$ cat src/hw/mmr_consts.svh
// memory map constants for the microcomputer address decoder
// assumes it is included by bare name from files under hw/
// Operation
// RULE1: program addresses below 2048 come from on-chip storage, others go external
// RULE2: locations 0 to 11 hold six 16-bit interrupt vectors, source zero first
// RULE3: system reset loads the program counter with 12
// RULE4: external data segment starts at 2048 and holds mapped I/O devices
// RULE5: external program and data accesses use 16-bit addresses
// RULE6: register file has 124 general, 4 port and 16 control registers
// RULE7: 4-bit addressing sees 9 groups of 16 registers chosen by pointer
// RULE8: port registers sit at 0 to 3, control registers at 240 to 255
// RULE9: register addresses 128 to 239 are unimplemented and give undefined results
// RULE10: machine clock runs at half the source clock
// RULE11: working-register address is pointer high nibble joined to the 4-bit field
`ifndef MMR_CONSTS_SVH
`define MMR_CONSTS_SVH
`define MMR_ONCHIP_LIMIT 16'h0800
`define MMR_DATA_BASE 16'h0800
`define MMR_RESET_PC 16'h000C
`define MMR_VEC_COUNT 6
`define MMR_PORT_LAST 8'h03
`define MMR_GP_LAST 8'h7F
`define MMR_CTRL_FIRST 8'hF0
`define MMR_RP_ADDR 8'hFE
`define MMR_RP_RESET 8'h00
`define MMR_CLK_DIV 2
`endif

$ cat src/hw/mmr_pkg.sv
// types for the memory map decoder
// assumes no include, mmr_consts.svh is not used here
package mmr_pkg;
    typedef enum logic [1:0] {
        mmr_reg_port,
        mmr_reg_gp,
        mmr_reg_ctrl,
        mmr_reg_none
    } mmr_reg_class_t;

    typedef struct packed {
        logic ext;
        logic [15:0] addr;
    } mmr_mem_sel_t;

    typedef struct packed {
        logic hit;
        mmr_reg_class_t cls;
        logic [7:0] addr;
    } mmr_reg_sel_t;
endpackage : mmr_pkg

$ cat src/hw/mmr_clk_div.sv
// machine-cycle enable from the source clock
// assumes one clock domain, synchronous active-high reset
`timescale 1ns/1ps
`include "mmr_consts.svh"
module mmr_clk_div (
    // clock and reset
    input wire logic clk,
    input wire logic rst,
    // machine-cycle enable
    output logic mc_en
);
    logic cnt_q;

    always_ff @(posedge clk) begin
        if (rst) begin
            cnt_q <= 1'b0;
        end else begin
            cnt_q <= ~cnt_q; // RULE10
        end
    end

    assign mc_en = cnt_q;

    mc_half_a: assert property (@(posedge clk) disable iff (rst) mc_en |=> !mc_en) // RULE10
        else $error("machine enable not at half rate");
endmodule : mmr_clk_div

$ cat src/hw/mmr_top.sv
// memory map decoder: program, external data and register segments
// assumes the core supplies addresses and strobes synchronous to clk
`timescale 1ns/1ps
`include "mmr_consts.svh"
module mmr_top (
    // clock and reset
    input wire logic clk,
    input wire logic rst,
    // configuration
    input wire logic ext_mem_cfg,
    // program fetch request
    input wire logic prog_req,
    input wire logic [15:0] prog_addr,
    // interrupt vector request
    input wire logic irq_take,
    input wire logic [2:0] irq_src,
    // data memory request
    input wire logic data_req,
    input wire logic [15:0] data_addr,
    // register file request
    input wire logic reg_req,
    input wire logic reg_work,
    input wire logic [7:0] reg_field,
    input wire logic rp_wr,
    input wire logic [7:0] rp_wdata,
    // machine timing
    output logic mc_en_q,
    // program counter
    output logic [15:0] pc_q,
    // program memory selection
    output logic prog_valid_q,
    output mmr_pkg::mmr_mem_sel_t prog_sel_q,
    // data memory selection
    output logic data_valid_q,
    output mmr_pkg::mmr_mem_sel_t data_sel_q,
    // register selection
    output logic reg_valid_q,
    output mmr_pkg::mmr_reg_sel_t reg_sel_q,
    output logic [7:0] rp_q
);
    import mmr_pkg::*;

    ////////////////////////////////////////////////////////////////////////////
    // helpers

    function automatic mmr_reg_class_t reg_class(input logic [7:0] a);
        if (a <= `MMR_PORT_LAST) begin
            reg_class = mmr_reg_port; // RULE8
        end else if (a <= `MMR_GP_LAST) begin
            reg_class = mmr_reg_gp; // RULE6
        end else if (a >= `MMR_CTRL_FIRST) begin
            reg_class = mmr_reg_ctrl; // RULE8
        end else begin
            reg_class = mmr_reg_none; // RULE9
        end
    endfunction : reg_class

    function automatic logic [15:0] vec_addr(input logic [2:0] src);
        vec_addr = {12'h000, src, 1'b0}; // RULE2
    endfunction : vec_addr

    ////////////////////////////////////////////////////////////////////////////
    // machine clock

    logic mc_en;

    mmr_clk_div u_div (
        .clk(clk),
        .rst(rst),
        .mc_en(mc_en)
    );

    ////////////////////////////////////////////////////////////////////////////
    // program segment

    wire logic prog_ext = ext_mem_cfg && (prog_addr >= `MMR_ONCHIP_LIMIT); // RULE1
    wire logic irq_ok = irq_take && (irq_src < 3'(`MMR_VEC_COUNT));
    wire logic [15:0] vec = vec_addr(irq_src);
    wire logic [15:0] pc_next = irq_ok ? vec : prog_addr;
    // without external memory configured, high fetches are not served at all
    wire logic prog_ok = prog_req && (prog_addr < `MMR_ONCHIP_LIMIT || ext_mem_cfg);

    ////////////////////////////////////////////////////////////////////////////
    // data segment

    // below the base the external segment has nothing
    wire logic data_ok = data_req && (data_addr >= `MMR_DATA_BASE); // RULE4

    ////////////////////////////////////////////////////////////////////////////
    // register segment

    wire logic [7:0] work_addr = {rp_q[7:4], reg_field[3:0]}; // RULE11 RULE7
    wire logic [7:0] reg_eff = reg_work ? work_addr : reg_field;
    wire mmr_reg_class_t cls = reg_class(reg_eff);

    ////////////////////////////////////////////////////////////////////////////
    // registers

    always_ff @(posedge clk) begin
        if (rst) begin
            pc_q <= `MMR_RESET_PC; // RULE3
        end else if (irq_ok) begin
            pc_q <= vec; // RULE2
        end else if (prog_ok) begin
            pc_q <= pc_next;
        end
    end

    always_ff @(posedge clk) begin
        if (rst) begin
            prog_valid_q <= 1'b0;
            prog_sel_q <= '0;
        end else begin
            prog_valid_q <= prog_ok || irq_ok;
            prog_sel_q <= '{ext: prog_ext && !irq_ok, addr: pc_next}; // RULE1 RULE5
        end
    end

    always_ff @(posedge clk) begin
        if (rst) begin
            data_valid_q <= 1'b0;
            data_sel_q <= '0;
        end else begin
            data_valid_q <= data_ok;
            data_sel_q <= '{ext: data_ok, addr: data_addr}; // RULE4 RULE5
        end
    end

    always_ff @(posedge clk) begin
        if (rst) begin
            rp_q <= `MMR_RP_RESET;
        end else if (rp_wr) begin
            rp_q <= rp_wdata; // RULE7
        end
    end

    always_ff @(posedge clk) begin
        if (rst) begin
            reg_valid_q <= 1'b0;
            reg_sel_q <= '{hit: 1'b0, cls: mmr_reg_none, addr: 8'h00};
        end else begin
            reg_valid_q <= reg_req;
            reg_sel_q <= '{hit: reg_req && cls != mmr_reg_none, cls: cls, addr: reg_eff}; // RULE6 RULE9
        end
    end

    always_ff @(posedge clk) begin
        if (rst) begin
            mc_en_q <= 1'b0;
        end else begin
            mc_en_q <= mc_en; // RULE10
        end
    end

    ////////////////////////////////////////////////////////////////////////////
    // checks

    // reset values, seen at the first edge after release
    reset_pc_a: assert property (@(posedge clk) // RULE3
        $fell(rst)
        |-> pc_q == 16'h000C)
        else $error("pc not 12 after reset");

    rp_reset_a: assert property (@(posedge clk) // RULE7
        $fell(rst)
        |-> rp_q == 8'h00)
        else $error("pointer not cleared by reset");

    valid_reset_a: assert property (@(posedge clk) // RULE1
        $fell(rst)
        |-> !prog_valid_q && !data_valid_q && !reg_valid_q)
        else $error("select strobe high after reset");

    mc_reset_a: assert property (@(posedge clk) // RULE10
        $fell(rst)
        |-> !mc_en_q)
        else $error("machine enable high after reset");

    // program segment
    onchip_low_a: assert property (@(posedge clk) disable iff (rst) // RULE1
        prog_req && !irq_take && prog_addr < 16'h0800
        |=> prog_valid_q && !prog_sel_q.ext)
        else $error("low program address went external");

    ext_high_a: assert property (@(posedge clk) disable iff (rst) // RULE1
        prog_req && !irq_take && ext_mem_cfg && prog_addr >= 16'h0800
        |=> prog_sel_q.ext && pc_q == $past(prog_addr))
        else $error("high program address not external");

    unconf_drop_a: assert property (@(posedge clk) disable iff (rst) // RULE1
        prog_req && !irq_take && !ext_mem_cfg && prog_addr >= 16'h0800
        |=> !prog_valid_q && $stable(pc_q))
        else $error("unconfigured high fetch served");

    prog_addr_a: assert property (@(posedge clk) disable iff (rst) // RULE5
        prog_req && !irq_take && (ext_mem_cfg || prog_addr < 16'h0800)
        |=> prog_valid_q && prog_sel_q.addr == $past(prog_addr))
        else $error("program address not carried whole");

    prog_idle_a: assert property (@(posedge clk) disable iff (rst) // RULE1
        !prog_req && !irq_take
        |=> !prog_valid_q)
        else $error("program strobe without request");

    pc_hold_a: assert property (@(posedge clk) disable iff (rst) // RULE3
        !prog_req && !irq_take
        |=> $stable(pc_q))
        else $error("pc moved without request");

    // interrupt vectors
    vector_a: assert property (@(posedge clk) disable iff (rst) // RULE2
        irq_take && irq_src < 3'd6
        |=> pc_q == {12'h000, $past(irq_src), 1'b0})
        else $error("wrong interrupt vector");

    vec_onchip_a: assert property (@(posedge clk) disable iff (rst) // RULE2
        irq_take && irq_src < 3'd6
        |=> prog_valid_q && !prog_sel_q.ext && prog_sel_q.addr == {12'h000, $past(irq_src), 1'b0})
        else $error("vector fetch not on chip");

    irq_ignore_a: assert property (@(posedge clk) disable iff (rst) // RULE2
        irq_take && irq_src >= 3'd6 && !prog_req
        |=> !prog_valid_q && $stable(pc_q))
        else $error("unknown interrupt source taken");

    // data segment
    data_base_a: assert property (@(posedge clk) disable iff (rst) // RULE4
        data_req
        |=> data_valid_q == ($past(data_addr) >= 16'h0800))
        else $error("data segment base wrong");

    data_addr_a: assert property (@(posedge clk) disable iff (rst) // RULE5
        data_req && data_addr >= 16'h0800
        |=> data_sel_q.addr == $past(data_addr))
        else $error("data address not carried whole");

    data_idle_a: assert property (@(posedge clk) disable iff (rst) // RULE4
        !data_req
        |=> !data_valid_q)
        else $error("data strobe without request");

    // register segment
    work_reg_a: assert property (@(posedge clk) disable iff (rst) // RULE11
        reg_req && reg_work
        |=> reg_sel_q.addr == {$past(rp_q[7:4]), $past(reg_field[3:0])})
        else $error("working register address wrong");

    rp_write_a: assert property (@(posedge clk) disable iff (rst) // RULE7
        rp_wr
        |=> rp_q == $past(rp_wdata))
        else $error("pointer write lost");

    rp_hold_a: assert property (@(posedge clk) disable iff (rst) // RULE7
        !rp_wr
        |=> $stable(rp_q))
        else $error("pointer moved without write");

    hole_a: assert property (@(posedge clk) disable iff (rst) // RULE9
        reg_req && !reg_work && reg_field >= 8'h80 && reg_field <= 8'hEF
        |=> !reg_sel_q.hit)
        else $error("unimplemented register hit");

    ctrl_class_a: assert property (@(posedge clk) disable iff (rst) // RULE8
        reg_req && !reg_work && reg_field >= 8'hF0
        |=> reg_sel_q.cls == mmr_reg_ctrl)
        else $error("control register misclassed");

    ctrl_work_a: assert property (@(posedge clk) disable iff (rst) // RULE8
        reg_req && reg_work && rp_q[7:4] == 4'hF
        |=> reg_sel_q.cls == mmr_reg_ctrl && reg_sel_q.hit)
        else $error("control group not reached");

    port_class_a: assert property (@(posedge clk) disable iff (rst) // RULE6
        reg_req && !reg_work && reg_field <= 8'h03
        |=> reg_sel_q.cls == mmr_reg_port && reg_sel_q.hit)
        else $error("port register misclassed");

    gp_class_a: assert property (@(posedge clk) disable iff (rst) // RULE6
        reg_req && !reg_work && reg_field >= 8'h04 && reg_field <= 8'h7F
        |=> reg_sel_q.cls == mmr_reg_gp && reg_sel_q.hit)
        else $error("general register misclassed");

    direct_addr_a: assert property (@(posedge clk) disable iff (rst) // RULE6
        reg_req && !reg_work
        |=> reg_sel_q.addr == $past(reg_field))
        else $error("direct register address wrong");

    reg_valid_a: assert property (@(posedge clk) disable iff (rst) // RULE6
        reg_req
        |=> reg_valid_q)
        else $error("register access lost");

    reg_idle_a: assert property (@(posedge clk) disable iff (rst) // RULE6
        !reg_req
        |=> !reg_valid_q && !reg_sel_q.hit)
        else $error("register strobe without request");

    // machine clock
    mc_rate_a: assert property (@(posedge clk) disable iff (rst) // RULE10
        mc_en_q
        |=> !mc_en_q ##1 mc_en_q)
        else $error("machine clock not half rate");

    // main scenarios
    ext_fetch_c: cover property (@(posedge clk) disable iff (rst) prog_valid_q && prog_sel_q.ext);
    irq_c: cover property (@(posedge clk) disable iff (rst) irq_take && irq_src == 3'd5);
    data_c: cover property (@(posedge clk) disable iff (rst) data_valid_q);
    work_c: cover property (@(posedge clk) disable iff (rst) reg_req && reg_work && rp_q == 8'hF0);
    hole_c: cover property (@(posedge clk) disable iff (rst) reg_valid_q && !reg_sel_q.hit);
endmodule : mmr_top
$ cat config.mk
export PLATFORM = sky130hd
export DESIGN_NAME = mmr_top
export DESIGN_NICKNAME = d
export VERILOG_FILES = /design/src/hw/mmr_pkg.sv /design/src/hw/mmr_clk_div.sv /design/src/hw/mmr_top.sv
export VERILOG_INCLUDE_DIRS = /design/src /design/src/hw
export SDC_FILE = /design/constraint.sdc
export NUM_CORES = 1
export LEC_CHECK = 0
export BUFFER_PORTS_ARGS = -buffer_cell sky130_fd_sc_hd__clkbuf_2
export CAP_MARGIN = 20
export CORE_UTILIZATION = 39
export DETAILED_ROUTE_END_ITERATION = 8
export GPL_TIMING_DRIVEN = 0
export PLACE_DENSITY = 0.8
export SLEW_MARGIN = 20
export SYNTH_ARGS = -nofsm -noshare
export SYNTH_HDL_FRONTEND = slang
export SYNTH_HIERARCHICAL = 1
export SYNTH_SLANG_ARGS = --single-unit
$ cat constraint.sdc
create_clock -name clk -period 1.1 [get_ports clk]
set_input_delay 0.165 -clock clk [delete_from_list [all_inputs] [get_ports clk]]
set_output_delay 0.165 -clock clk [all_outputs]
set_load 0.01 [all_outputs]
# Word level (Yosys, flattened, before mapping)
# Index checks and enable logic that the tools add are counted.
word_totals:
  regBits: 73
  latchBits: 0
  mem_bits_rw: 0
  rom_bits: 0
  input_bits: 60
  wordCells: 41
  mem_count: 0
op_classes:
  add_sub_neg: 0
  n_mul: 0
  div_mod_pow: 0
  n_lt_le_gt_ge: 7
  eq_ne: 1
  shift: 0
  muxes: 7
  bitwise: 1
  reduce_logical: 11
ops:
  columns: ["op", "n"]
  rows:
  - ["16-bit by 12-bit >= comparator with 1-bit output (second input constant)", 2]
  - ["16-bit by 12-bit less-than comparator with 1-bit output (second input constant)", 1]
  - ["16-bit 2-to-1 mux", 1]
  - ["8-bit >= comparator (second input constant)", 1]
  - ["8-bit by 2-bit less-or-equal comparator with 1-bit output (second input constant)", 1]
  - ["8-bit by 7-bit less-or-equal comparator with 1-bit output (second input constant)", 1]
  - ["4-bit 2-to-1 mux", 2]
  - ["8-bit 2-to-1 mux", 1]
  - ["1-bit logical AND", 6]
  - ["2-bit 2-to-1 mux", 2]
  - ["3-bit less-than comparator (second input constant)", 1]
  - ["1-bit logical OR", 2]
  - ["2-bit inequality test (second input constant)", 1]
  - ["2-bit nonzero test", 1]
  - ["2-bit OR reduction", 1]
  - ["1-bit zero test", 1]
  - ["1-bit 2-to-1 mux", 1]
  - ["1-bit NOT", 1]

# Depth between registers and ports, before layout
# Gate-level depths: netlist of run 1.
logic_depth:
  depth_word: 7
  mapped_depth: 6

# Hierarchy
# Netlist of run 1, hierarchy kept.
modules_own_cells:
  columns: ["mod", "n_inst", "cells_each", "area_each_um2", "seq_area_each_um2"]
  rows:
  - ["mmr_top", 1, 212, 2318.5, 1441.4]
  - ["mmr_clk_div", 1, 2, 23.8, 20.0]

# Worst setup path after synthesis of run 1
# No wires, ideal clock.
synth_timing:
  kind: "in2reg"
  from: "in prog_req"
  to: "reg pc_q[10]"
  setup_time_ps: 117
  arrival_ps: 1042
  required_time_ps: 983
  slack_ps: -59
  cell_stages: 6
  path_cell_list: "and2_4 -> buf_6 -> a31oi_4 -> buf_8 -> mux2i_1 -> nor2_1"
synth_via:
  elab_chain_len: 1
synth_rtl:
  columns: ["element", "line", "rtl"]
  rows:
  - ["start, declared", "mmr_top.sv:12", "input wire logic prog_req,"]
  - ["1-bit logical AND", "mmr_top.sv:81", "wire logic prog_ok = prog_req && (prog_addr < `MMR_ONCHIP_LIMIT || ext_mem_cfg);"]
  - ["end signal, assigned", "mmr_top.sv:101", "pc_q <= `MMR_RESET_PC;"]
  - ["end signal, assigned", "mmr_top.sv:103", "pc_q <= vec;"]
  - ["end signal, assigned", "mmr_top.sv:105", "pc_q <= pc_next;"]
  - ["end, declared", "mmr_top.sv:29", "output logic [15:0] pc_q,"]
# No other way between the ends.
# A chain may end at the register's enable or synchronous reset.

# Final worst setup path of run 1
layout_timing:
  from: "reg rp_q[7]"
  to: "reg reg_sel_q[8] (netlist name)"
layout_via:
  elab_chain_len: 5
  word_cells_on_any_way: 7
  cone_classes: "order compare: 3; mux: 4"
layout_rtl:
  columns: ["element", "line", "rtl"]
  rows:
  - ["start, declared", "mmr_top.sv:39", "output logic [7:0] rp_q"]
  - ["start signal, assigned", "mmr_top.sv:131", "rp_q <= `MMR_RP_RESET;"]
  - ["start signal, assigned", "mmr_top.sv:133", "rp_q <= rp_wdata;"]
  - ["8-bit 2-to-1 mux *", "mmr_top.sv:93", "wire logic [7:0] reg_eff = reg_work ? work_addr : reg_field;"]
  - ["8-bit >= comparator (no line)", null, null]
  - ["1-bit 2-to-1 mux", "mmr_top.sv:51", "end else if (a >= `MMR_CTRL_FIRST) begin"]
  - ["2-bit 2-to-1 mux", "mmr_top.sv:49", "end else if (a <= `MMR_GP_LAST) begin"]
  - ["2-bit 2-to-1 mux *", "mmr_top.sv:47", "if (a <= `MMR_PORT_LAST) begin"]
  - ["end signal, assigned", "mmr_top.sv:140", "reg_sel_q <= '{hit: 1'b0, cls: mmr_reg_none, addr: 8'h00};"]
  - ["end signal, assigned", "mmr_top.sv:143", "reg_sel_q <= '{hit: reg_req && cls != mmr_reg_none, cls: cls, addr: reg_eff};"]
  - ["end, declared", "mmr_top.sv:38", "output mmr_pkg::mmr_reg_sel_t reg_sel_q,"]
# Mark *: on every way between the ends. The rest lies on a longest branch, timed or not.

==> run summary, run 1 <==
• 4000 µm — HPWL Detailed
• 79.5 µm — Vert. Die Dim
• 133 — Top-Level Pins
• 1.07 mV — worst supply voltage drop on vdd
• 0 — count of final setup violators
• 73 — CTS Sinks
• data_sel_q[1] — Worst Hold Endpoint
• 33 — number of library cell types mapped by synthesis
• reg_sel_q[8] — Crit Reg-Reg Endpoint
• 5.65 ps — maximum clock skew at final layout
• flop — Worst Setup Start Kind
• 43 — DR iter-0 viols
• 0 — antenna violations before repair
• 44.3% — layout overhead on the synthesized area
• 4 — biggest fanout along the worst timing path
• 539 ps — actual transition at the worst max-transition pin
• sky130_fd_sc_hd__dfxtp_1 — Top FF cell, synth
• 340 ps — clock latency at the later pin of the worst-skew pair
• 6320 µm² — Total Die Area
• finished clean — outcome
• 0.457 — layout cells sized above 1
• 2 — maximum number of buffers from clock root to sink
• 0.175 — overall global routing resource usage
• 80 ps — clock transition at the register clock pins on the worst setup and hold paths after CTS
• 0.599 — fraction of the core area covered by cells at the end of the flow
• 4.63 — Vias per Instance
• 0.958 — Period Utilization, post-route
• 27 — Core Rows
• 0 — number of flops mapped to enable cells by yosys
• built — CTS tree
• 5420 µm — routed wire length
• 1898 — vias in the first global route
• 9 — number of clock buffers inserted by TritonCTS
• 5640 µm² — standard cell core area
• 6 — total number of yosys warnings
• 0 — maximum capacitance violations
• 0 — DRC violation count after routing
• 0 — final global-route overflow total
• 2003 — via count
• 130 — count of buffers from port buffering
• rp_q[7] — R2R Path Start
• 5830 µW — Pwr Total
• 2 — WHS Path Cells
• 1350 ps — crit path DAT
• 0 — final max-slew violation count
• reg2reg — startpoint-to-endpoint class of the critical path
• 0.624 — share of synthesized area occupied by flip-flops and latches
• 0.793 — Final Wtd Congestion
• 0 — endpoints failing hold
• 79.5 µm — horizontal die dimension
• 0.415 — initial standard-cell utilization of the core
• 3 — H-tree levels
• 1730 nW/µm² — power density over the cells
• 4 — worst-case reg-to-reg path depth
• 274 — nets in the synthesized netlist
• flop — Critical Path Sink Type
• 13 — largest net degree at the start of global routing
• 2340 µm² — area of the mapped netlist
• 50 ps — FF-to-FF setup slack
• in2reg — Hold Crit Class
• 416 — number of nets at the end of the flow
• 0 — DRT antenna net count
• sky130_fd_sc_hd__clkbuf_8 — root buffer cell
• 4 — iteration count of the initial detailed-routing pass
• 949 MHz — f_max
• 12.5 µm — post-detailed-route wirelength per cell
• 10.9 µm² — average footprint of a synthesized cell
• 1050 ps — fin crit period
• 8270 µm — global-route wire length before repair
• 1390 ps — critical path required time
• 0 — fraction of registers with async set/reset
• 73 — Seq cells post-synth
• data_addr[1] — startpoint of the most critical hold path
• 214 — Post-Syn Instances
• 0 — ant diodes
• 0.00169 µW — leakage power figure
• 0.640 — worst-case headroom to the max-slew limit
• true — unrepaired setup endpoints after global routing
-- sequential cells by signal, summed over array words and instances, names as in the netlist --
register,flops
data_sel_q,17
pc_q,16
reg_valid_q,1
prog_sel_q,17
rp_q,8
u_div/mc_en,1
reg_sel_q,11
mc_en_q,1
prog_valid_q,1
-- metrics by stage --
stage	hold slack, ps	TNS (ps)	instance area [µm²]	setup slack [ps]	instances
floorplan	232	-251	2340	-59.0	214
CTS	13.5	0	3330	16.1	433
global route	18.0	-12.6	3380	-12.6	433
finish	26.1	0	3380	46.4	433
global placement	334	-14450	3080	-354	416
detailed placement	339	-16780	3080	-440	416
-- worst max-delay path by stage --
stage	to	start	cells after the start	slack [ps]
floorplan	pc_q[10]	prog_req	6	-60
detailed placement	prog_sel_q[5]	rst	5	-440
CTS	prog_sel_q[5]	rst	5	20
global route	reg_sel_q[8]	rp_q[4]	4	-10
global placement	prog_sel_q[10]	rst	5	-350
finish	reg_sel_q[8]	rp_q[7]	4	50
-- cells by family (layout without fill, tap and decap cells) --
logic type | Yosys count | in the layout | synth area share
flip-flops | 73 | 73 | 0.624
AO/OA/AOI/OAI | 20 | 20 | 0.0636
buffers and inverters | 14 | 161 | 0.0331
multiplexers | 20 | 20 | 0.0855
AND/OR/NAND/NOR | 87 | 87 | 0.194
-- metal layers --
layer / GRT usage / wire (µm)
met5: 0 / 0
met4: 0.0964 / 63
met2: 0.303 / 2600
met3: 0.0674 / 589
met1: 0.181 / 2170
-- power by group --
| group | total [µW] | internal [µW] | switching [µW] |
|---|---|---|---|
| combinational | 655 | 316 | 339 |
| clock | 2340 | 1390 | 943 |
| sequential | 2840 | 2790 | 55.9 |
| total | 5830 | 4490 | 1340 |
-- timing repair --
item,4_1_cts,5_1_grt
gates resized for setup,3,7
setup endpoints to repair,11,20
setup buffers,0,1
cloned,0,0
hold endpoints to repair,1,0
pin swaps,0,2
hold buffers,1,0
-- layout make-up --
cell class	instances	area (µm²)
Multi-Input combinational cell	127	840
Inverter	2	7.51
Clock inverter	5	77.6
Clock buffer	11	151
Sequential cell	73	1470
Fill cell	475	2260
Tap cell	72	90.1
Timing Repair Buffer	132	681
Buffer	11	67.6
-- Yosys cell counts, types with 2 or more instances --
library cell,number,area (µm²)
sky130_fd_sc_hd__dfxtp_1,73,1460
sky130_fd_sc_hd__o21ai_0,2,10.0
sky130_fd_sc_hd__and2_1,13,81.3
sky130_fd_sc_hd__nor2b_1,24,150
sky130_fd_sc_hd__o22ai_1,2,12.5
sky130_fd_sc_hd__nand2_1,6,22.5
sky130_fd_sc_hd__inv_1,2,7.51
sky130_fd_sc_hd__a22oi_1,3,22.5
sky130_fd_sc_hd__a21oi_1,7,35.0
sky130_fd_sc_hd__nor2_1,34,128
sky130_fd_sc_hd__buf_1,2,7.51
sky130_fd_sc_hd__buf_2,2,10.0
sky130_fd_sc_hd__clkbuf_1,5,18.8
sky130_fd_sc_hd__mux2i_1,20,200
-- cell usage in the layout, fill, tap and decap left out, types with 2 or more instances in the layout --
| cell type | instances |
|---|---|
| sky130_fd_sc_hd__a21oi_1 | 7 |
| sky130_fd_sc_hd__a22oi_1 | 3 |
| sky130_fd_sc_hd__and2_1 | 13 |
| sky130_fd_sc_hd__buf_1 | 2 |
| sky130_fd_sc_hd__buf_2 | 2 |
| sky130_fd_sc_hd__bufinv_16 | 2 |
| sky130_fd_sc_hd__clkbuf_1 | 3 |
| sky130_fd_sc_hd__clkbuf_2 | 131 |
| sky130_fd_sc_hd__clkbuf_8 | 11 |
| sky130_fd_sc_hd__clkinv_2 | 2 |
| sky130_fd_sc_hd__dfxtp_1 | 70 |
| sky130_fd_sc_hd__dfxtp_2 | 3 |
| sky130_fd_sc_hd__inv_1 | 2 |
| sky130_fd_sc_hd__mux2i_1 | 19 |
| sky130_fd_sc_hd__nand2_1 | 6 |
| sky130_fd_sc_hd__nor2_1 | 34 |
| sky130_fd_sc_hd__nor2b_1 | 24 |
| sky130_fd_sc_hd__o21ai_0 | 2 |
| sky130_fd_sc_hd__o22ai_1 | 2 |
-- critical path: stages, from the launching register on --
cell,delay [ps]
sky130_fd_sc_hd__dfxtp_1,370
sky130_fd_sc_hd__mux2i_2,130
sky130_fd_sc_hd__a311oi_2,330
sky130_fd_sc_hd__nor2_1,90
sky130_fd_sc_hd__nand2_1,80
No activity file was read; power rests on OpenSTA's default activity.
==> run 2, diff against run 1 <==
--- a/config.mk
+++ b/config.mk
@@ -11,7 +11,7 @@
 export CORE_UTILIZATION = 39
 export DETAILED_ROUTE_END_ITERATION = 8
 export GPL_TIMING_DRIVEN = 0
-export PLACE_DENSITY = 0.8
+export PLACE_DENSITY = 0.75
 export SLEW_MARGIN = 20
 export SYNTH_ARGS = -nofsm -noshare
 export SYNTH_HDL_FRONTEND = slang
==> run summary, run 2 (synthesized netlist as in run 1, its figures left out) <==
• finished clean — outcome, unchanged
• 0.794 — Final Wtd Congestion, was 0.793
• 73 — CTS Sinks, unchanged
• 1320 µW — sw power, was 1340 µW
• 43.5% — layout overhead on the synthesized area, was 44.3%
• 0 — DRT antenna net count, unchanged
• 0 — count of final setup violators, unchanged
• 340 ps — clock latency at the later pin of the worst-skew pair, about the same
• sky130_fd_sc_hd__clkbuf_2 — leading cell type in the layout, fill and taps excluded, unchanged
• 870 ps — crit path DAT, was 1350 ps
• 0 — final global-route overflow total, unchanged
• 80 ps — clock transition at the register clock pins on the worst setup and hold paths after CTS, about the same
• 433 — non-filler cells, final, unchanged
• 0.111 — combinational power share, was 0.112
• 0.415 — initial standard-cell utilization of the core, unchanged
• 9.62 ps — maximum clock skew at final layout, was 5.65 ps
• 4.50 — Vias per Instance, was 4.63
• 963 MHz — f_max, was 949 MHz
• 1730 nW/µm² — power density over the cells, about the same
• 0 — endpoints failing hold, unchanged
• 3 — H-tree levels, unchanged
• 5810 µW — Pwr Total, was 5830 µW
• 4030 µm — HPWL Detailed, was 4000 µm
• data_sel_q x17, prog_sel_q x17, pc_q x16 — largest registers, unchanged
• 0 — final max-slew violation count, unchanged
• 13 — largest net degree at the start of global routing, unchanged
• 544 ps — actual transition at the worst max-transition pin, was 539 ps
• 2 — maximum number of buffers from clock root to sink, unchanged
• in2reg — Hold Crit Class, unchanged
• 0.167 — overall global routing resource usage, was 0.175
• 4490 µW — P_int, about the same
• 130 — count of buffers from port buffering, unchanged
• 0.944 — Period Utilization, post-route, was 0.958
• output port — Critical Path Sink Type, was flop
• 7940 µm — global-route wire length before repair, was 8270 µm
• 0.901 mV — worst supply voltage drop on vdd, was 1.07 mV
• 27 — Core Rows, unchanged
• sky130_fd_sc_hd__clkbuf_2 (131), sky130_fd_sc_hd__dfxtp_1 (70), sky130_fd_sc_hd__nor2_1 (34) — most used cells in the layout excluding fill and tap cells, unchanged
• 0.489 — register share of total power, was 0.487
• 0.457 — layout cells sized above 1, unchanged
• 0.637 — worst-case headroom to the max-slew limit, was 0.640
• 833 µm² — combined area of the multi-input logic cells, was 840 µm²
• 12.4 µm — post-detailed-route wirelength per cell, was 12.5 µm
• 0 — maximum capacitance violations, unchanged
• flop — Worst Setup Start Kind, unchanged
• 79.5 µm — Vert. Die Dim, unchanged
• 0.227 — fraction of power spent switching nets, was 0.229
• 70 ps — FF-to-FF setup slack, was 50 ps
• 2 — biggest fanout along the worst timing path, was 4
• 1754 — vias in the first global route, was 1898
• built — CTS tree, unchanged
• 6320 µm² — Total Die Area, unchanged
• 5640 µm² — standard cell core area, unchanged
• 0 ps — final sum of negative setup slack, unchanged
• 79.5 µm — horizontal die dimension, unchanged
• 416 — cell count after placement, unchanged
• 0.00168 µW — leakage power figure, was 0.00169 µW
• 0 — DRC violation count after routing, unchanged
• 0 — ant diodes, unchanged
• 1040 ps — fin crit period, was 1050 ps
• true — unrepaired setup endpoints after global routing, unchanged
• 416 — number of nets at the end of the flow, unchanged
• 1470 µm² — area used by sequential logic in the layout, unchanged
• 0 — antenna violations before repair, unchanged
• 0.400 — fraction of power consumed by the clock network, about the same
• 519 — layout filler cell count, was 475
• 9 — number of clock buffers inserted by TritonCTS, unchanged
• reg2out — startpoint-to-endpoint class of the critical path, was reg2reg
• 48 — DR iter-0 viols, was 43
• 940 ps — critical path required time, was 1390 ps
• 133 — Top-Level Pins, unchanged
• 1950 — via count, was 2003
• sky130_fd_sc_hd__clkbuf_8 — root buffer cell, unchanged
• 4 — iteration count of the initial detailed-routing pass, unchanged
• 5350 µm — routed wire length, was 5420 µm
-- run 2: changes by cell type in the layout (fill, tap and decap cells not counted) --
cell,delta
sky130_fd_sc_hd__buf_12,-1
sky130_fd_sc_hd__buf_4,+1
sky130_fd_sc_hd__nor3_2,+1
sky130_fd_sc_hd__nor3_4,-1
-- run 2: critical path, cell delays in order, from the launching register on --
cell and delay (ps):
sky130_fd_sc_hd__dfxtp_1 310, sky130_fd_sc_hd__buf_4 120, sky130_fd_sc_hd__clkbuf_2 110
-- run 2: power by group through the flow --
| stage | clock network (µW) | registers, µW | logic, µW |
|---|---|---|---|
| after detailed placement | 0 | 2900 | 632 |
| after global routing | 2510 | 2850 | 706 |
| after CTS | 2380 | 2840 | 640 |
| after global placement | 0 | 2890 | 618 |
| final | 2320 | 2840 | 643 |
| after floorplan | 0 | 2970 | 248 |
-- run 2: routing by layer --
layer | GRT usage | part of all wire | vias to the layer above
met4 | 0.0873 | 0.020 | 0
met2 | 0.272 | 0.46 | 94
li1 | - | - | 987
met5 | 0 | 0 | -
met1 | 0.191 | 0.42 | 859
met3 | 0.0594 | 0.093 | 10
-- run 2: layout make-up --
type,instances,area share
Tap cell,72,0.0268
Clock buffer,11,0.0450
Inverter,2,0.00223
Buffer,11,0.0201
Timing Repair Buffer,132,0.199
Multi-Input combinational cell,127,0.248
Sequential cell,73,0.436
Clock inverter,5,0.0231
-- run 2: final timing paths --
kind / start / to / depth (start not counted)
max: data_sel_q[16] / data_sel_q[16] / 2
min reg2reg: u_div/mc_en / u_div/mc_en / 1
min: data_addr[3] / data_sel_q[3] / 2
max reg2reg: rp_q[4] / reg_sel_q[8] / 4
-- run 2: what timing repair did --
item | in CTS | in global routing
hold endpoints to repair | 1 | 0
gates resized for setup | 2 | 7
hold buffers | 1 | 0
buffers inserted | 0 | 1
pin swaps | 0 | 1
setup endpoints to repair | 12 | 21
-- run 2: per-stage QoR --
step	setup slack [ps]	area, µm²	hold slack (ps)	utilization
floorplan	-59.0	2340	232	-
global placement	-342	3080	334	0.546
detailed placement	-453	3080	345	0.546
CTS	13.1	3330	19.4	0.590
global route	-2.84	3360	27.9	0.596
finish	62.1	3360	29.1	0.596
==> run 3, diff against run 2 <==
--- a/config.mk
+++ b/config.mk
@@ -8,11 +8,11 @@
 export LEC_CHECK = 0
 export BUFFER_PORTS_ARGS = -buffer_cell sky130_fd_sc_hd__clkbuf_2
 export CAP_MARGIN = 20
-export CORE_UTILIZATION = 39
+export CORE_UTILIZATION = 46
 export DETAILED_ROUTE_END_ITERATION = 8
 export GPL_TIMING_DRIVEN = 0
-export PLACE_DENSITY = 0.75
-export SLEW_MARGIN = 20
+export PLACE_DENSITY = 0.83
+export SLEW_MARGIN = 15
 export SYNTH_ARGS = -nofsm -noshare
 export SYNTH_HDL_FRONTEND = slang
 export SYNTH_HIERARCHICAL = 1
==> constraint.sdc (replaced) <==
create_clock -name clk -period 1.3 [get_ports clk]
set_input_delay 0.195 -clock clk [delete_from_list [all_inputs] [get_ports clk]]
set_output_delay 0.195 -clock clk [all_outputs]
set_load 0.01 [all_outputs]
==> run summary, run 3 (synthesized netlist as in run 1, its figures left out) <==
• in2reg — Hold Crit Class, unchanged
• 0.486 — initial standard-cell utilization of the core, was 0.415
• 3 — H-tree levels, unchanged
• 9 — number of clock buffers inserted by TritonCTS, unchanged
• 73.4 µm — horizontal die dimension, was 79.5 µm
• 0 — ant diodes, unchanged
• flop — Critical Path Sink Type, was output port
• 4.56 — Vias per Instance, was 4.50
• 0.100 — combinational power share, was 0.111
• 4 — iteration count of the initial detailed-routing pass, unchanged
• 5320 µm — routed wire length, was 5350 µm
• 0 — DRT antenna net count, unchanged
• 10 — biggest fanout along the worst timing path, was 2
• 411 — cell count after placement, was 416
• 25 — DR iter-0 viols, was 48
• false — unrepaired setup endpoints after global routing, was true
• 3980 µm — HPWL Detailed, was 4030 µm
• 70 ps — clock transition at the register clock pins on the worst setup and hold paths after CTS, was 80 ps
• 0.211 — fraction of power spent switching nets, was 0.227
• 3 — number of buffers and inverters on the critical path, was 2
• 130 — count of buffers from port buffering, unchanged
• 2.23 ps — maximum clock skew at final layout, was 9.62 ps
• 0.204 — overall global routing resource usage, was 0.167
• 0.00169 µW — leakage power figure, was 0.00168 µW
• 0.860 — Period Utilization, post-route
• 1817 — vias in the first global route, was 1754
• 0 — antenna violations before repair, unchanged
• 133 — Top-Level Pins, unchanged
• 0 ps — final sum of negative setup slack, unchanged
• 25 — Core Rows, was 27
• in2reg — startpoint-to-endpoint class of the critical path, was reg2out
• 0.447 — fraction of power consumed by the clock network, was 0.400
• 1120 µW — sw power, was 1320 µW
• 290 ps — delay of the slowest cell on the worst path, was 310 ps
• 0.453 — register share of total power, was 0.489
• 340 ps — clock latency at the later pin of the worst-skew pair, about the same
• 1580 nW/µm² — power density over the cells, was 1730 nW/µm²
• 73.4 µm — Vert. Die Dim, was 79.5 µm
• 895 MHz — f_max
• buffers and inverters — Crit path max-delay family, was flip-flops
• 43.2% — layout overhead on the synthesized area, was 43.5%
• sky130_fd_sc_hd__a31oi_4 — standard cell with the maximum stage delay on the critical path, was sky130_fd_sc_hd__dfxtp_1
• 12.5 µm — post-detailed-route wirelength per cell, was 12.4 µm
• 0 — Setup Buffers After CTS, unchanged
• 8150 µm — global-route wire length before repair, was 7940 µm
• 4180 µW — P_int, was 4490 µW
• 5290 µW — Pwr Total, was 5810 µW
• 2 — maximum number of buffers from clock root to sink, unchanged
• 0.433 — layout cells sized above 1, was 0.457
• 0 — final global-route overflow total, unchanged
• 3350 µm² — Layout Cell Area excl Fill, was 3360 µm²
• sky130_fd_sc_hd__clkbuf_2 (130), sky130_fd_sc_hd__dfxtp_1 (73), sky130_fd_sc_hd__nor2_1 (34) — most used cells in the layout excluding fill and tap cells, was sky130_fd_sc_hd__clkbuf_2 (131), sky130_fd_sc_hd__dfxtp_1 (70), sky130_fd_sc_hd__nor2_1 (34)
• data_sel_q x17, prog_sel_q x17, pc_q x16 — largest registers, unchanged
• 1.07 mV — worst supply voltage drop on vdd, was 0.901 mV
• 1945 — via count, was 1950
• 0.622 — worst-case headroom to the max-slew limit, was 0.637
• 415 — number of nets at the end of the flow, was 416
• 13 — largest net degree at the start of global routing, unchanged
• finished clean — outcome, unchanged
• sky130_fd_sc_hd__clkbuf_2 — leading cell type in the layout, fill and taps excluded, unchanged
• built — CTS tree, unchanged
• 1340 ps — crit path DAT, was 870 ps
• clkbuf_2 > and2_4 > buf_6 > a31oi_4 > buf_8 > mux2i_1 > nor2_1 — critical-path cell list, was buf_4 > clkbuf_2
• 394 — layout filler cell count, was 519
• 0.750 — Final Wtd Congestion, was 0.794
• 0 — DRC violation count after routing, unchanged
• 1520 ps — critical path required time, was 940 ps
• 0 — final max-slew violation count, unchanged
• 0 — post-cts hold buffer count, was 1
• 427 — non-filler cells, final, was 433
• 567 ps — actual transition at the worst max-transition pin, was 544 ps
• 73 — CTS Sinks, unchanged
• sky130_fd_sc_hd__clkbuf_8 — root buffer cell, unchanged
• 3080 µm² — instance area after placement, about the same
• 4820 µm² — standard cell core area, was 5640 µm²
• input pin — Worst Setup Start Kind, was flop
• 0 — endpoints failing hold, unchanged
• 0 — maximum capacitance violations, unchanged
• 1120 ps — fin crit period
• 5380 µm² — Total Die Area, was 6320 µm²
• 0 — count of final setup violators, unchanged
[run 3: cell types whose count changed in the layout (fill, tap and decap cells not counted), moves of 2 or more]
| cell | previous run | this run |
|---|---|---|
| sky130_fd_sc_hd__bufinv_16 | 2 | 4 |
| sky130_fd_sc_hd__clkbuf_1 | 3 | 5 |
| sky130_fd_sc_hd__dfxtp_1 | 70 | 73 |
| sky130_fd_sc_hd__dfxtp_2 | 3 | 0 |
[run 3: layout make-up]
class | count | area, µm² | area share
multi-input cells | 127 | 803 | 0.240
well taps | 67 | 83.8 | 0.0250
clock inverters | 5 | 125 | 0.0373
repair buffers | 130 | 651 | 0.194
plain buffers | 12 | 70.1 | 0.0209
clock buffers | 11 | 151 | 0.0451
inverters | 2 | 7.51 | 0.00224
flip-flops and latches | 73 | 1460 | 0.436
[run 3: through the flow]
stage | worst slack, ps | util | hold slack (ps)
after floorplan | 111 | - | 262
after global placement | -357 | 0.639 | 364
after detailed placement | -411 | 0.639 | 366
after CTS | 125 | 0.696 | 3.71
after global routing | 50.0 | 0.696 | 25.6
final | 182 | 0.696 | 15.0
[run 3: power by group through the flow]
| stage | clock [µW] | sequential (µW) | combinational (µW) |
|---|---|---|---|
| finish | 2360 | 2400 | 529 |
| global route | 2490 | 2410 | 589 |
| CTS | 2410 | 2400 | 538 |
| detailed placement | 0 | 2450 | 533 |
| global placement | 0 | 2450 | 521 |
| floorplan | 0 | 2510 | 209 |
[run 3: what timing repair did]
item	4_1_cts	5_1_grt
resized for setup	1	0
endpoints found under the hold margin	0	0
setup endpoints to repair	10	0
[run 3: final timing paths]
kind                            slack, ps           end  cells after the start        start
worst max register to register        210  reg_sel_q[8]                      4      rp_q[6]
worst min register to register        410   u_div/mc_en                      1  u_div/mc_en
worst max-delay path                  180       pc_q[7]                      7     prog_req
worst min-delay path                   10   u_div/mc_en                      2          rst
[run 3: routing by layer]
layer | vias to the layer above | wire length [µm] | global-route usage
li1 | 982 | - | -
met1 | 854 | 2160 | 0.234
met2 | 97 | 2500 | 0.343
met3 | 12 | 550 | 0.0631
met4 | 0 | 104 | 0.103
met5 | - | 0 | 0
[run 3: worst register-to-register path, delay by kind of cell (launching register included)]
| kind | cells | cell delay (ps) |
|---|---|---|
| simple gates | 3 | 380 |
| flops | 1 | 350 |
| compound gates | 1 | 320 |
